`src/rtl/hpmb_cfg.svh`:
```
// constants for the host port mailbox and status block
// Function
// - cpu message write sets flag, raises pin
// - host read clears engine message flags
// - host mailbox write raises cpu receive interrupt
// - host mailbox read raises cpu transmit interrupt
// - cpu mailbox write raises pin until host reads mailbox
// - one shared 16-bit mailbox word, reset zero
// - status word readable by host only
// - status read makes no memory cycle
// - bit 15 shows bus supply above threshold
// - bit 14 follows identity pin level
// - bits 12 and 10 show frame events
// - bits 9 and 1 show bus resets
// - bit 8 shows host message awaiting cpu
// - bits 7 and 6 show wakeup events
// - bits 3 and 2 show port completion
// - bit 0 shows cpu message awaiting host
// - engine interrupt visible only when routed
`ifndef HPMB_CFG_SVH
`define HPMB_CFG_SVH
// word addresses seen by cpu and host
`define HPMB_MBX_ADDR 16'hC0C6
`define HPMB_MSG1_ADDR 16'h0144
`define HPMB_MSG2_ADDR 16'h0148
`define HPMB_MBX_RESET 16'h0000
// status word bit positions
`define HPMB_ST_VBUS 15
`define HPMB_ST_ID 14
`define HPMB_ST_FRM2 12
`define HPMB_ST_FRM1 10
`define HPMB_ST_RST2 9
`define HPMB_ST_MBX_IN 8
`define HPMB_ST_WAKE2 7
`define HPMB_ST_WAKE1 6
`define HPMB_ST_MSG2 5
`define HPMB_ST_MSG1 4
`define HPMB_ST_DONE2 3
`define HPMB_ST_DONE1 2
`define HPMB_ST_RST1 1
`define HPMB_ST_MBX_OUT 0
// routing enable positions; vbus and id match status positions, the two frame enables differ
`define HPMB_RT_VBUS 15
`define HPMB_RT_ID 14
`define HPMB_RT_FRM2 13
`define HPMB_RT_FRM1 11
// engine flags carried in the status word
`define HPMB_ENG_MASK 16'h16CE
`endif

```
`src/rtl/hpmb_pkg.sv`:
```
// types for the host port mailbox and status block
package hpmb_pkg;
  typedef logic [15:0] hpmb_word_t;
  // target of a decoded access
  typedef enum logic [1:0] {TGT_NONE, TGT_MBX, TGT_MSG1, TGT_MSG2} hpmb_tgt_t;
endpackage

```
`src/rtl/hpmb_pin_if.sv`:
```
// interface carrying raw pin levels and their synchronised copies
`timescale 1ns/100ps
interface hpmb_pin_if #(parameter int W = 2);
  logic [W-1:0] raw;
  logic [W-1:0] clean;
  modport sync (input raw, output clean);
  modport user (output raw, input clean);
endinterface

```
`src/rtl/hpmb_sync.sv`:
```
// three stage pin synchroniser with agreement filter
`timescale 1ns/100ps
module hpmb_sync #(parameter int W = 2) (
  // clock and reset
  input wire logic clk,
  input wire logic rst_b,
  // pins in, clean levels out
  hpmb_pin_if.sync pins
);
  logic [W-1:0] s1_ff;
  logic [W-1:0] s2_ff;
  logic [W-1:0] s3_ff;
  logic [W-1:0] clean_ff;

  // first stage only feeds the second, guarding against metastability
  always_ff @(posedge clk or negedge rst_b) begin
    if (!rst_b) begin
      s1_ff <= '0;
      s2_ff <= '0;
      s3_ff <= '0;
    end else begin
      s1_ff <= pins.raw;
      s2_ff <= s1_ff;
      s3_ff <= s2_ff;
    end
  end

  // a bit moves only once two later stages agree
  always_ff @(posedge clk or negedge rst_b) begin
    if (!rst_b) begin
      clean_ff <= '0;
    end else begin
      clean_ff <= (s2_ff & s3_ff) | (clean_ff & (s2_ff | s3_ff));
    end
  end

  assign pins.clean = clean_ff;
endmodule

```
`src/rtl/hpmb_top.sv`:
```
// mailbox, engine message flags and host status port
`timescale 1ns/100ps
`include "hpmb_cfg.svh"
module hpmb_top import hpmb_pkg::*; (
  // clock and reset
  input wire logic clk,
  input wire logic rst_b,
  // on-chip cpu access, one-cycle strobes
  input wire logic cpu_wr,
  input wire logic cpu_rd,
  input wire logic [15:0] cpu_addr,
  input wire logic [15:0] cpu_wdata,
  output logic [15:0] cpu_rdata,
  // cpu mailbox interrupts and their enables
  input wire logic mbx_rx_irq_en,
  input wire logic mbx_tx_irq_en,
  output logic mbx_rx_irq,
  output logic mbx_tx_irq,
  // parallel host port, decoded one-cycle strobes
  input wire logic host_wr,
  input wire logic host_rd,
  input wire logic [15:0] host_addr,
  input wire logic [15:0] host_wdata,
  input wire logic host_stat_rd,
  output logic [15:0] host_rdata,
  output logic host_mem_req,
  output logic host_interrupt_pin,
  // engine interrupt levels and routing enables
  input wire logic [15:0] eng_irq,
  input wire logic [15:0] route_en,
  // otg pins
  input wire logic vbus_above_pin,
  input wire logic otg_id_pin
);
  hpmb_word_t mbx_ff;
  logic in_full_ff;
  logic out_full_ff;
  logic msg1_ff;
  logic msg2_ff;
  logic otg_chg_ff;
  logic [1:0] otg_prev_ff;
  logic rx_irq_ff;
  logic tx_irq_ff;
  logic intr_ff;
  logic mem_req_ff;
  hpmb_word_t cpu_rdata_ff;
  hpmb_word_t host_rdata_ff;
  hpmb_tgt_t cpu_tgt;
  hpmb_tgt_t host_tgt;
  hpmb_word_t route_vec;
  hpmb_word_t eng_vis;
  hpmb_word_t stat_word;
  logic vbus_lvl;
  logic id_lvl;
  logic cpu_mbx_wr;
  logic cpu_mbx_rd;
  logic host_mbx_wr;
  logic host_mbx_rd;
  logic host_any_rd;
  logic nxt_out_full;
  logic nxt_msg1;
  logic nxt_msg2;
  logic nxt_otg_chg;
  logic otg_evt;
  logic otg_routed;

  // otg pins come from outside the clock domain
  hpmb_pin_if #(.W(2)) pin_bus ();
  assign pin_bus.raw = {vbus_above_pin, otg_id_pin};
  hpmb_sync #(.W(2)) u_sync (
    .clk(clk),
    .rst_b(rst_b),
    .pins(pin_bus)
  );
  assign vbus_lvl = pin_bus.clean[1];
  assign id_lvl = pin_bus.clean[0];

  // cpu address decode; the status word has no cpu address at all
  always_comb begin
    unique case (cpu_addr)
      `HPMB_MBX_ADDR: cpu_tgt = TGT_MBX;
      `HPMB_MSG1_ADDR: cpu_tgt = TGT_MSG1;
      `HPMB_MSG2_ADDR: cpu_tgt = TGT_MSG2;
      default: cpu_tgt = TGT_NONE;
    endcase
  end

  // host address decode for memory cycles
  always_comb begin
    unique case (host_addr)
      `HPMB_MBX_ADDR: host_tgt = TGT_MBX;
      `HPMB_MSG1_ADDR: host_tgt = TGT_MSG1;
      `HPMB_MSG2_ADDR: host_tgt = TGT_MSG2;
      default: host_tgt = TGT_NONE;
    endcase
  end

  // access strobes
  assign cpu_mbx_wr = cpu_wr && (cpu_tgt == TGT_MBX);
  assign cpu_mbx_rd = cpu_rd && (cpu_tgt == TGT_MBX);
  assign host_mbx_wr = host_wr && (host_tgt == TGT_MBX);
  assign host_mbx_rd = host_rd && (host_tgt == TGT_MBX);
  assign host_any_rd = host_rd || host_stat_rd;

  // shared mailbox word, cpu wins a same-cycle write collision
  always_ff @(posedge clk or negedge rst_b) begin
    if (!rst_b) begin
      mbx_ff <= `HPMB_MBX_RESET;
    end else if (cpu_mbx_wr) begin
      mbx_ff <= cpu_wdata;
    end else if (host_mbx_wr) begin
      mbx_ff <= host_wdata;
    end
  end

  // incoming message flag, host write sets, cpu read clears, set wins
  always_ff @(posedge clk or negedge rst_b) begin
    if (!rst_b) begin
      in_full_ff <= 1'b0;
    end else if (host_mbx_wr) begin
      in_full_ff <= 1'b1;
    end else if (cpu_mbx_rd) begin
      in_full_ff <= 1'b0;
    end
  end

  // outgoing message flag, cpu write sets, host read clears, set wins
  assign nxt_out_full = cpu_mbx_wr | (out_full_ff & ~host_mbx_rd);

  // cpu receive interrupt, gated by its enable at the moment of the write
  always_ff @(posedge clk or negedge rst_b) begin
    if (!rst_b) begin
      rx_irq_ff <= 1'b0;
    end else if (host_mbx_wr && mbx_rx_irq_en) begin
      rx_irq_ff <= 1'b1;
    end else if (cpu_mbx_rd) begin
      rx_irq_ff <= 1'b0;
    end
  end

  // cpu transmit interrupt, gated by its enable at the moment of the read
  always_ff @(posedge clk or negedge rst_b) begin
    if (!rst_b) begin
      tx_irq_ff <= 1'b0;
    end else if (host_mbx_rd && mbx_tx_irq_en) begin
      tx_irq_ff <= 1'b1;
    end else if (cpu_mbx_wr) begin
      tx_irq_ff <= 1'b0;
    end
  end

  // engine message flags; any host read clears, a new write wins
  assign nxt_msg1 = (cpu_wr && (cpu_tgt == TGT_MSG1)) | (msg1_ff & ~host_any_rd);
  assign nxt_msg2 = (cpu_wr && (cpu_tgt == TGT_MSG2)) | (msg2_ff & ~host_any_rd);

  // otg level changes act as interrupts when routed
  assign otg_evt = ({vbus_lvl, id_lvl} != otg_prev_ff);
  assign otg_routed = ((vbus_lvl != otg_prev_ff[1]) && route_en[`HPMB_RT_VBUS]) ||
                      ((id_lvl != otg_prev_ff[0]) && route_en[`HPMB_RT_ID]);
  assign nxt_otg_chg = (otg_evt && otg_routed) | (otg_chg_ff & ~host_stat_rd);

  // outgoing message flag register
  always_ff @(posedge clk or negedge rst_b) begin
    if (!rst_b) begin
      out_full_ff <= 1'b0;
    end else begin
      out_full_ff <= nxt_out_full;
    end
  end

  // engine message one flag
  always_ff @(posedge clk or negedge rst_b) begin
    if (!rst_b) begin
      msg1_ff <= 1'b0;
    end else begin
      msg1_ff <= nxt_msg1;
    end
  end

  // engine message two flag
  always_ff @(posedge clk or negedge rst_b) begin
    if (!rst_b) begin
      msg2_ff <= 1'b0;
    end else begin
      msg2_ff <= nxt_msg2;
    end
  end

  // sticky cause for a routed supply or identity change, cleared by a status poll
  always_ff @(posedge clk or negedge rst_b) begin
    if (!rst_b) begin
      otg_chg_ff <= 1'b0;
    end else begin
      otg_chg_ff <= nxt_otg_chg;
    end
  end

  // last seen pin levels; reset matches the synchroniser, so no false edge after reset
  always_ff @(posedge clk or negedge rst_b) begin
    if (!rst_b) begin
      otg_prev_ff <= 2'h0;
    end else begin
      otg_prev_ff <= {vbus_lvl, id_lvl};
    end
  end

  // routing enables mapped onto status positions
  assign route_vec = {3'h0, route_en[`HPMB_RT_FRM2], 1'b0, route_en[`HPMB_RT_FRM1],
                      route_en[9], 1'b0, route_en[7:6], 2'h0, route_en[3:1], 1'b0};
  // engine flags show only when routed to the host side
  assign eng_vis = eng_irq & route_vec & `HPMB_ENG_MASK;

  // host status word; reserved positions stay zero
  always_comb begin
    stat_word = 16'h0000;
    stat_word[`HPMB_ST_VBUS] = vbus_lvl;
    stat_word[`HPMB_ST_ID] = id_lvl;
    stat_word[`HPMB_ST_FRM2] = eng_vis[`HPMB_ST_FRM2];
    stat_word[`HPMB_ST_FRM1] = eng_vis[`HPMB_ST_FRM1];
    stat_word[`HPMB_ST_RST2] = eng_vis[`HPMB_ST_RST2];
    stat_word[`HPMB_ST_RST1] = eng_vis[`HPMB_ST_RST1];
    stat_word[`HPMB_ST_MBX_IN] = in_full_ff;
    stat_word[`HPMB_ST_WAKE2] = eng_vis[`HPMB_ST_WAKE2];
    stat_word[`HPMB_ST_WAKE1] = eng_vis[`HPMB_ST_WAKE1];
    stat_word[`HPMB_ST_MSG2] = msg2_ff;
    stat_word[`HPMB_ST_MSG1] = msg1_ff;
    stat_word[`HPMB_ST_DONE2] = eng_vis[`HPMB_ST_DONE2];
    stat_word[`HPMB_ST_DONE1] = eng_vis[`HPMB_ST_DONE1];
    stat_word[`HPMB_ST_MBX_OUT] = out_full_ff;
  end

  // host interrupt pin from next-state values so it tracks the flags
  always_ff @(posedge clk or negedge rst_b) begin
    if (!rst_b) begin
      intr_ff <= 1'b0;
    end else begin
      intr_ff <= nxt_out_full | nxt_msg1 | nxt_msg2 | nxt_otg_chg | (|eng_vis);
    end
  end

  // cpu read data; only the mailbox answers, the status word never does
  always_ff @(posedge clk or negedge rst_b) begin
    if (!rst_b) begin
      cpu_rdata_ff <= 16'h0000;
    end else if (cpu_rd) begin
      cpu_rdata_ff <= cpu_mbx_rd ? mbx_ff : 16'h0000;
    end
  end

  // host read data; status reads bypass the memory path
  always_ff @(posedge clk or negedge rst_b) begin
    if (!rst_b) begin
      host_rdata_ff <= 16'h0000;
    end else if (host_stat_rd) begin
      host_rdata_ff <= stat_word;
    end else if (host_rd) begin
      host_rdata_ff <= host_mbx_rd ? mbx_ff : 16'h0000;
    end
  end

  // memory cycle request; polling status costs the cpu nothing
  always_ff @(posedge clk or negedge rst_b) begin
    if (!rst_b) begin
      mem_req_ff <= 1'b0;
    end else begin
      mem_req_ff <= (host_rd || host_wr) && !host_stat_rd;
    end
  end

  // outputs straight from flip-flops
  assign cpu_rdata = cpu_rdata_ff;
  assign host_rdata = host_rdata_ff;
  assign mbx_rx_irq = rx_irq_ff;
  assign mbx_tx_irq = tx_irq_ff;
  assign host_interrupt_pin = intr_ff;
  assign host_mem_req = mem_req_ff;
endmodule

```
`config.mk`:
```
export PLATFORM = sky130hd
export DESIGN_NAME = hpmb_top
export DESIGN_NICKNAME = d
export VERILOG_FILES = /design/src/rtl/hpmb_pkg.sv /design/src/rtl/hpmb_pin_if.sv /design/src/rtl/hpmb_sync.sv /design/src/rtl/hpmb_top.sv
export VERILOG_INCLUDE_DIRS = /design/src /design/src/rtl
export SDC_FILE = /design/constraint.sdc
export NUM_CORES = 1
export LEC_CHECK = 0
export ABC_CLOCK_PERIOD_IN_PS = 1500
export BUFFER_PORTS_ARGS = -buffer_cell sky130_fd_sc_hd__buf_2
export CORE_ASPECT_RATIO = 0.5
export CORE_MARGIN = 2
export CORE_UTILIZATION = 46
export CTS_CLUSTER_SIZE = 40
export DETAILED_ROUTE_END_ITERATION = 6
export PLACE_DENSITY_LB_ADDON = 0.05
export SLEW_MARGIN = 10
export SYNTH_ARGS = -nofsm -noshare
export SYNTH_HDL_FRONTEND = slang
export SYNTH_HIERARCHICAL = 1
export SYNTH_SLANG_ARGS = --single-unit
```
`constraint.sdc`:
```
create_clock -name clk -period 1.5 [get_ports clk]
set_clock_uncertainty 0.05 [all_clocks]
set_input_delay 0.15 -clock clk [delete_from_list [all_inputs] [get_ports clk]]
set_output_delay 0.15 -clock clk [all_outputs]
set_load 0.01 [all_outputs]
```
## Word-level counts from Yosys, hierarchy flattened

Index checks and enable logic that the tools add are counted.

- Logic and storage cells: 85
- Output and inout port bits: 36
- Input bits: 107
- Bits in registers: 67

- Reductions and logical operators: 22
- Bitwise logic cells: 20
- Equal/unequal tests: 13
- Mux-type cells: 13

Operators with widths:

| operator | count |
|---|---|
| 16-bit two-way mux | 6 |
| 16-bit by 9-bit equality test with 1-bit output, second input constant | 4 |
| 16-bit equality test, second input constant | 2 |
| 13-bit AND | 1 |
| 1-bit logical AND | 12 |
| 2-bit case mux with 3 select lines | 2 |
| 2-bit nonzero test | 5 |
| 1-bit bitwise OR | 8 |
| 8-bit OR reduction | 1 |
| 1-bit two-way mux | 5 |
| 1-bit AND | 4 |
| 2-bit AND | 2 |
| 2-bit by 1-bit equality test with 1-bit output, second input constant | 2 |
| 2-bit equality test, second input constant | 2 |
| 2-bit bitwise OR | 2 |
| 1-bit logical OR | 3 |
| 1-bit NOT | 3 |
| 1-bit != test | 2 |
| 2-bit != test | 1 |
| 1-bit zero test | 1 |

## Longest topological paths before layout

- Depth after elaboration: 11
- Depth in mapped cells: 7
- Gate-level depth less buffers: 5

## Hierarchy

Netlist, hierarchy kept.

By module, submodules not included:

| module | area an instance (µm²) | cells each | times used | sequential area each (µm²) |
|---|---|---|---|---|
| hpmb_top | 2670.1 | 248 | 1 | 1476.4 |
| hpmb_sync | 222.7 | 10 | 1 | 200.2 |

## Least setup slack after synthesis

OpenSTA, ideal clock, no wires.

- Kind: in2reg
- From: input host_addr[10]
- To: register mbx_ff[10]
- Required time: 1309 ps
- Slack: -131 ps
- Path buffers: 1
- Stages on the path: 6
- Arrival time: 1440 ps
- Setup time: 141 ps
- Cells stage by stage: or4b_4 -> nor4_4 -> nand2_1 -> clkbuf_1 -> nand2_1 -> a31oi_1

- Cells in the longest elaborated chain, start to end: 5
- Elaborated cells between the ends (all ways): 7
- Classes of those cells: 4 x eq/ne; 1 x mux; 2 x reduce/logical

Ends and longest elaborated chain:

| what | RTL line | RTL |
|---|---|---|
| from (decl) | hpmb_top.sv:22 | `input wire logic [15:0] host_addr,` |
| 16-bit by 9-bit equality test with 1-bit output or 16-bit equality test (tied branches) | hpmb_top.sv:90 | `unique case (host_addr)` |
| 2-bit case mux with 3 select lines (*) | hpmb_top.sv:90 |  |
| 2-bit by 1-bit equality test with 1-bit output (*) | hpmb_top.sv:101 | `assign host_mbx_wr = host_wr && (host_tgt == TGT_MBX);` |
| 1-bit logical AND (*) | hpmb_top.sv:101 |  |
| 2-bit nonzero test (no line) (*) | -- |  |
| to (signal assigned) | hpmb_top.sv:108 | `` mbx_ff <= `HPMB_MBX_RESET; `` |
| to (signal assigned) | hpmb_top.sv:110 | `mbx_ff <= cpu_wdata;` |
| to (signal assigned) | hpmb_top.sv:112 | `mbx_ff <= host_wdata;` |
| to (decl) | hpmb_top.sv:35 | `hpmb_word_t mbx_ff;` |

Mark *: on every way between the ends. The rest lies on a longest branch, timed or not.
A chain may end at the register's enable or synchronous reset.

## Worst setup path after layout

- From: input host_addr[12]
- To: register host_rdata_ff[5] (netlist: host_rdata[5])

- Cells in the longest elaborated chain, start to end: 7
- Elaborated cells between the ends (all ways): 9
- Classes of those cells: 4 x eq/ne; 4 x mux; 1 x reduce/logical

Ends and longest elaborated chain:

| what | RTL line | RTL |
|---|---|---|
| 16-bit by 9-bit equality test with 1-bit output or 16-bit equality test (tied branches) | hpmb_top.sv:90 |  |
| 2-bit case mux with 3 select lines (*) | hpmb_top.sv:90 |  |
| 2-bit by 1-bit equality test with 1-bit output (*) | hpmb_top.sv:102 | `assign host_mbx_rd = host_rd && (host_tgt == TGT_MBX);` |
| 1-bit logical AND (*) | hpmb_top.sv:102 |  |
| 16-bit two-way mux (*) | hpmb_top.sv:257 | `host_rdata_ff <= host_mbx_rd ? mbx_ff : 16'h0000;` |
| 16-bit two-way mux (*) | hpmb_top.sv:256 | `end else if (host_rd) begin` |
| 16-bit two-way mux (*) | hpmb_top.sv:254 | `end else if (host_stat_rd) begin` |
| to (signal assigned) | hpmb_top.sv:255 | `host_rdata_ff <= stat_word;` |
| to (signal assigned) | hpmb_top.sv:257 |  |
| to (decl) | hpmb_top.sv:47 | `hpmb_word_t host_rdata_ff;` |

Mark *: on every way between the ends. The rest lies on a longest branch, timed or not. The select of a mux whose other input is x is not followed.

==> out/summary.log <==
qor: worst_setup_path.critPathMaxFanout 4
qor: worst_setup_path.start_kind input port
qor: cts.clock_sink_count 67
qor: hold_path.timing.hold.worst.class input port to flip-flop
qor: floorplanning.initial_utilization 47.6%
qor: cts.cts.path.max_buffers 2
qor: timing.timing_max_transition_violations_final 0
qor: worst_setup_path.worst_r2r_path_depth 5
qor: floorplanning.placement_rows 20
qor: synth.synth.area.top_cells sky130_fd_sc_hd__dfrtp_1 (58%), sky130_fd_sc_hd__nand2_1 (5.7%), sky130_fd_sc_hd__a22o_1 (5.4%)
qor: run.max_cap_viol_count 0
qor: worst_setup_path.required_time_of_the_worst_setup_path 1.70 ns
qor: synth.synth_fp_nets 365
qor: synth.synth_xor_xnor_area_share 0.908%
qor: worst_setup_path.worstSetupPathType input port to flip-flop
qor: cts.tritoncts.num_buffers 9
qor: power.max_ir_drop_vdd 1.15 mV
qor: timing.hold_viol 0
qor: worst_setup_path.crit_end host_rdata[5]
qor: synth.synthDominantAreaCellType sky130_fd_sc_hd__dfrtp_1
qor: synth.synth_adder_area_share 0.779%
qor: cells_and_area.nets 510
qor: synth.edff_count_synth 0
qor: worst_setup_path.critical_path_buf_inv_count 2
qor: worst_setup_path.worstReg2RegStart u_sync/pins.clean[0]
qor: placed_design.place.port_buffers 128
qor: worst_setup_path.endpoint_kind flip-flop
qor: power.p_sw_share 21.9%
qor: grt.gr-usage-all-layers 22.6%
qor: grt.grt_remaining_overflow 0
qor: synth.synthMuxAreaShare 0%
qor: timing.max_slew_margin 54.5%
qor: cts.worst_skew_late_latency 0.33 ns
qor: timing.totalNegativeSetupSlack 0 ns
qor: power.internal-power 3.48 mW
qor: cts.tritoncts built
qor: timing.final_period_minus_worst_setup_slack 1.48 ns
qor: floorplanning.fp.coreArea 6080 sq um
qor: timing.final_min_period_over_clock_period 98.7%
qor: routing.antenna_violating_nets_post_route 0
qor: cells_and_area.syn_to_final_growth 43.7%
qor: timing.worst_slew_pin_slew 0.682 ns
qor: cells_and_area.final_layout_size_suffix_gt1_share 45.6%
qor: power.share_comb_of_total_power 8.9%
qor: floorplanning.fp.dieW 116 um
qor: cts.cts_root_buffer sky130_fd_sc_hd__clkbuf_16
qor: synth.postSynth.topFlopCell sky130_fd_sc_hd__dfrtp_1
qor: floorplanning.die_footprint 6980 sq um
qor: timing.timing.hold.ws 0.0203 ns
qor: power.power_leakage 2.07 nW
qor: power.power_dens_cells 1070 nW/um^2
qor: worst_setup_path.cp_cell_sequence buf_2, or4b_4, nor4_4, and2_4, clkbuf_16, a221oi_1, a21oi_1
qor: timing.setup_repair_after_global_routing_missed_its_margin true
qor: worst_setup_path.critical-path-top-delay-family simple AND/OR/NAND/NOR gates
qor: timing.max_freq 675 MHz
qor: grt.grt_start_max_net_pins 47
qor: routing.wirelength 7.68 mm
qor: cts.cts_htree_levels 3
qor: routing.drtPass1Iterations 4
qor: grt.grt_pass1_wl 11.4 mm
qor: cells_and_area.fin_util 68.4%
qor: power.seq_power_share 42.7%
qor: floorplanning.die_height 60.1 um
qor: routing.drc_errors 0
qor: grt.grt_antenna_before_repair 0
qor: synth.synthesis.area 2890 sq um
qor: synth.synthSimpleGateAreaFrac 15.2%
qor: worst_setup_path.crit-reg2reg-capture host_interrupt_pin
qor: worst_setup_path.crit_path_max_delay_cell_type sky130_fd_sc_hd__or4b_4
qor: worst_setup_path.cp.arrival 1.68 ns
qor: synth.synthArstFlopShare 100%
qor: cts.clk_transition_reported_paths 0.05 ns
qor: synth.dominant_combinational_cell_family_by_area_after_synthesis compound AO/OA/AOI/OAI gates
qor: synth.yosysSeqAreaShare 58.0%
qor: power.netSwitchingPower 975 uW
qor: routing.drt_first_iter_violations 232
qor: floorplanning.ios 143
qor: grt.grt_pass1_vias 2362
qor: cells_and_area.diodes_inserted 0
qor: synth.syn_area_per_cell 11.2 sq um
qor: synth.postSynthRegisterBits 67
qor: synth.yosys_warnings 6
qor: worst_setup_path.startpoint host_addr[12]
qor: cts.post_cts_setup_buffers 0
qor: placed_design.gpl.final_weighted_congestion 0.798
qor: worst_setup_path.critPathMaxStageDelay 0.55 ns
qor: placed_design.half_perimeter_wire_length_after_placement 5.42 mm
qor: synth.synth_cell_type_count 38
qor: routing.via_count 2623
qor: outcome.run_status finished, final reports clean
qor: synth.synth-compound-area-share 20.0%
qor: routing.avgRoutedWirePerCell 15.5 um
qor: worst_setup_path.critical_path_cell_count 7
qor: synth.netlist.area_leader.share 58.0%
qor: power.share_clk_of_total_power 48.5%
qor: synth.synth_cells 258
qor: worst_setup_path.worst-r2r-setup-slack 0.11 ns
qor: timing.setup_viol 0
qor: routing.viasPerCell 5.29
-- cell usage in the layout (no fill, tap or decap), drive strengths merged --
cell type / synthesis / layout
a22o: 18 / 18
and2: 2 / 2
maj3: 2 / 2
nand2: 44 / 44
nand2b: 2 / 2
clkinvlp: 0 / 1
clkinv: 1 / 3
nand4: 1 / 1
or4: 1 / 1
clkbuf: 7 / 14
o21ai: 5 / 5
a221oi: 14 / 14
nor4: 4 / 4
buf: 9 / 142
or4b: 3 / 3
nand4b: 3 / 3
inv: 10 / 10
xnor2: 1 / 1
bufinv: 0 / 1
a21oi: 14 / 14
xor2: 2 / 2
dfrtp: 67 / 67
dlygate4sd3: 0 / 6
a32o: 1 / 1
nor2: 22 / 22
a22oi: 3 / 3
nor3: 2 / 2
and4b: 1 / 1
or3: 1 / 1
nand4bb: 2 / 2
a31oi: 16 / 16
-- worst min path at each step --
| stage | from | end | slack [ns] | depth (start not counted) |
|---|---|---|---|---|
| after floorplan | rst_b | cpu_rdata[0] | -0.20 | 0 |
| after global placement | rst_b | cpu_rdata[9] | -0.05 | 1 |
| after detailed placement | rst_b | host_rdata[7] | -0.04 | 1 |
| after CTS | host_wdata[6] | mbx_ff[6] | 0.01 | 3 |
| after global routing | host_wdata[5] | mbx_ff[5] | 0.03 | 3 |
| final | host_wdata[6] | mbx_ff[6] | 0.02 | 3 |
-- routing by layer --
| layer | wire length, um | vias to the layer above | GRT usage [%] |
|---|---|---|---|
| met5 | 0 | - | 0 |
| met4 | 63 | 0 | 9.18 |
| li1 | - | 1229 | - |
| met2 | 3530 | 114 | 34.9 |
| met3 | 602 | 6 | 7.40 |
| met1 | 3490 | 1274 | 30.0 |
-- tightest hold or removal path, stage by stage --
cell                      delay [ns]
sky130_fd_sc_hd__buf_2          0.09
sky130_fd_sc_hd__nand2_1        0.05
sky130_fd_sc_hd__a31oi_1        0.07
-- registers in the layout (all words and copies together), names as in the netlist, 2 cells and up --
name / count
cpu_rdata: 16
u_sync/pins.clean: 2
u_sync/s3_ff: 2
u_sync/s2_ff: 2
u_sync/s1_ff: 2
mbx_ff: 16
otg_prev_ff: 2
host_rdata: 16
-- layout make-up --
cell class / instances / area (sq um)
clock buffer: 12 / 267
fill: 472 / 1920
timing repair buffer: 150 / 918
inverter: 11 / 41.3
clock inverter: 4 / 47.5
multi-input combinational: 164 / 1100
sequential: 67 / 1680
tap: 88 / 110
-- synth_stat cells, types with 2 or more instances --
master,count
sky130_fd_sc_hd__a21oi_1,7
sky130_fd_sc_hd__a22o_1,18
sky130_fd_sc_hd__nand2_1,44
sky130_fd_sc_hd__buf_6,2
sky130_fd_sc_hd__buf_2,4
sky130_fd_sc_hd__a221oi_2,7
sky130_fd_sc_hd__nand2b_1,2
sky130_fd_sc_hd__nor4_1,3
sky130_fd_sc_hd__a221oi_1,7
sky130_fd_sc_hd__inv_1,10
sky130_fd_sc_hd__dfrtp_1,67
sky130_fd_sc_hd__nor2_1,22
sky130_fd_sc_hd__a31oi_1,16
sky130_fd_sc_hd__o21ai_0,4
sky130_fd_sc_hd__a21oi_2,7
sky130_fd_sc_hd__and2_1,2
sky130_fd_sc_hd__maj3_2,2
sky130_fd_sc_hd__clkbuf_1,7
sky130_fd_sc_hd__nand4b_1,3
sky130_fd_sc_hd__nand4bb_1,2
sky130_fd_sc_hd__a22oi_1,3
sky130_fd_sc_hd__or4b_1,2
sky130_fd_sc_hd__xor2_1,2
-- cell families (layout without fill, tap and decap cells) --
group / count (synthesis) / after routing
simple gates: 88 / 88
compound gates: 71 / 71
flops: 67 / 67
buf+inv: 27 / 177
xor+xnor: 3 / 3
fa+ha+maj: 2 / 2
-- timing repair --
action | CTS | global route
hold endpoints to repair | 72 | 0
hold buffers | 6 | 0
resized for setup | 0 | 5
setup endpoints to repair | 0 | 16
-- metrics by stage --
step | worst slack (ns) | cell area (sq um) | total power, mW | cells
detailed placement | -0.326 | 3710 | 2.31 | 472
CTS | 0.0229 | 4090 | 4.48 | 494
global placement | -0.306 | 3710 | 2.30 | 472
floorplan | -0.0982 | 2900 | 2.07 | 258
finish | 0.0193 | 4160 | 4.45 | 496
global route | -0.0214 | 4160 | 4.61 | 496
-- power by group through the flow --
stage          sequential [mW]  clock, mW  combinational [mW]
2_1_floorplan             1.94          0               0.126
3_3_place_gp              1.93          0               0.372
3_5_place_dp              1.93          0               0.383
4_1_cts                   1.90       2.19               0.397
5_1_grt                   1.90       2.27               0.438
6_report                  1.90       2.16               0.396
No activity file was read; power rests on OpenSTA's default activity.
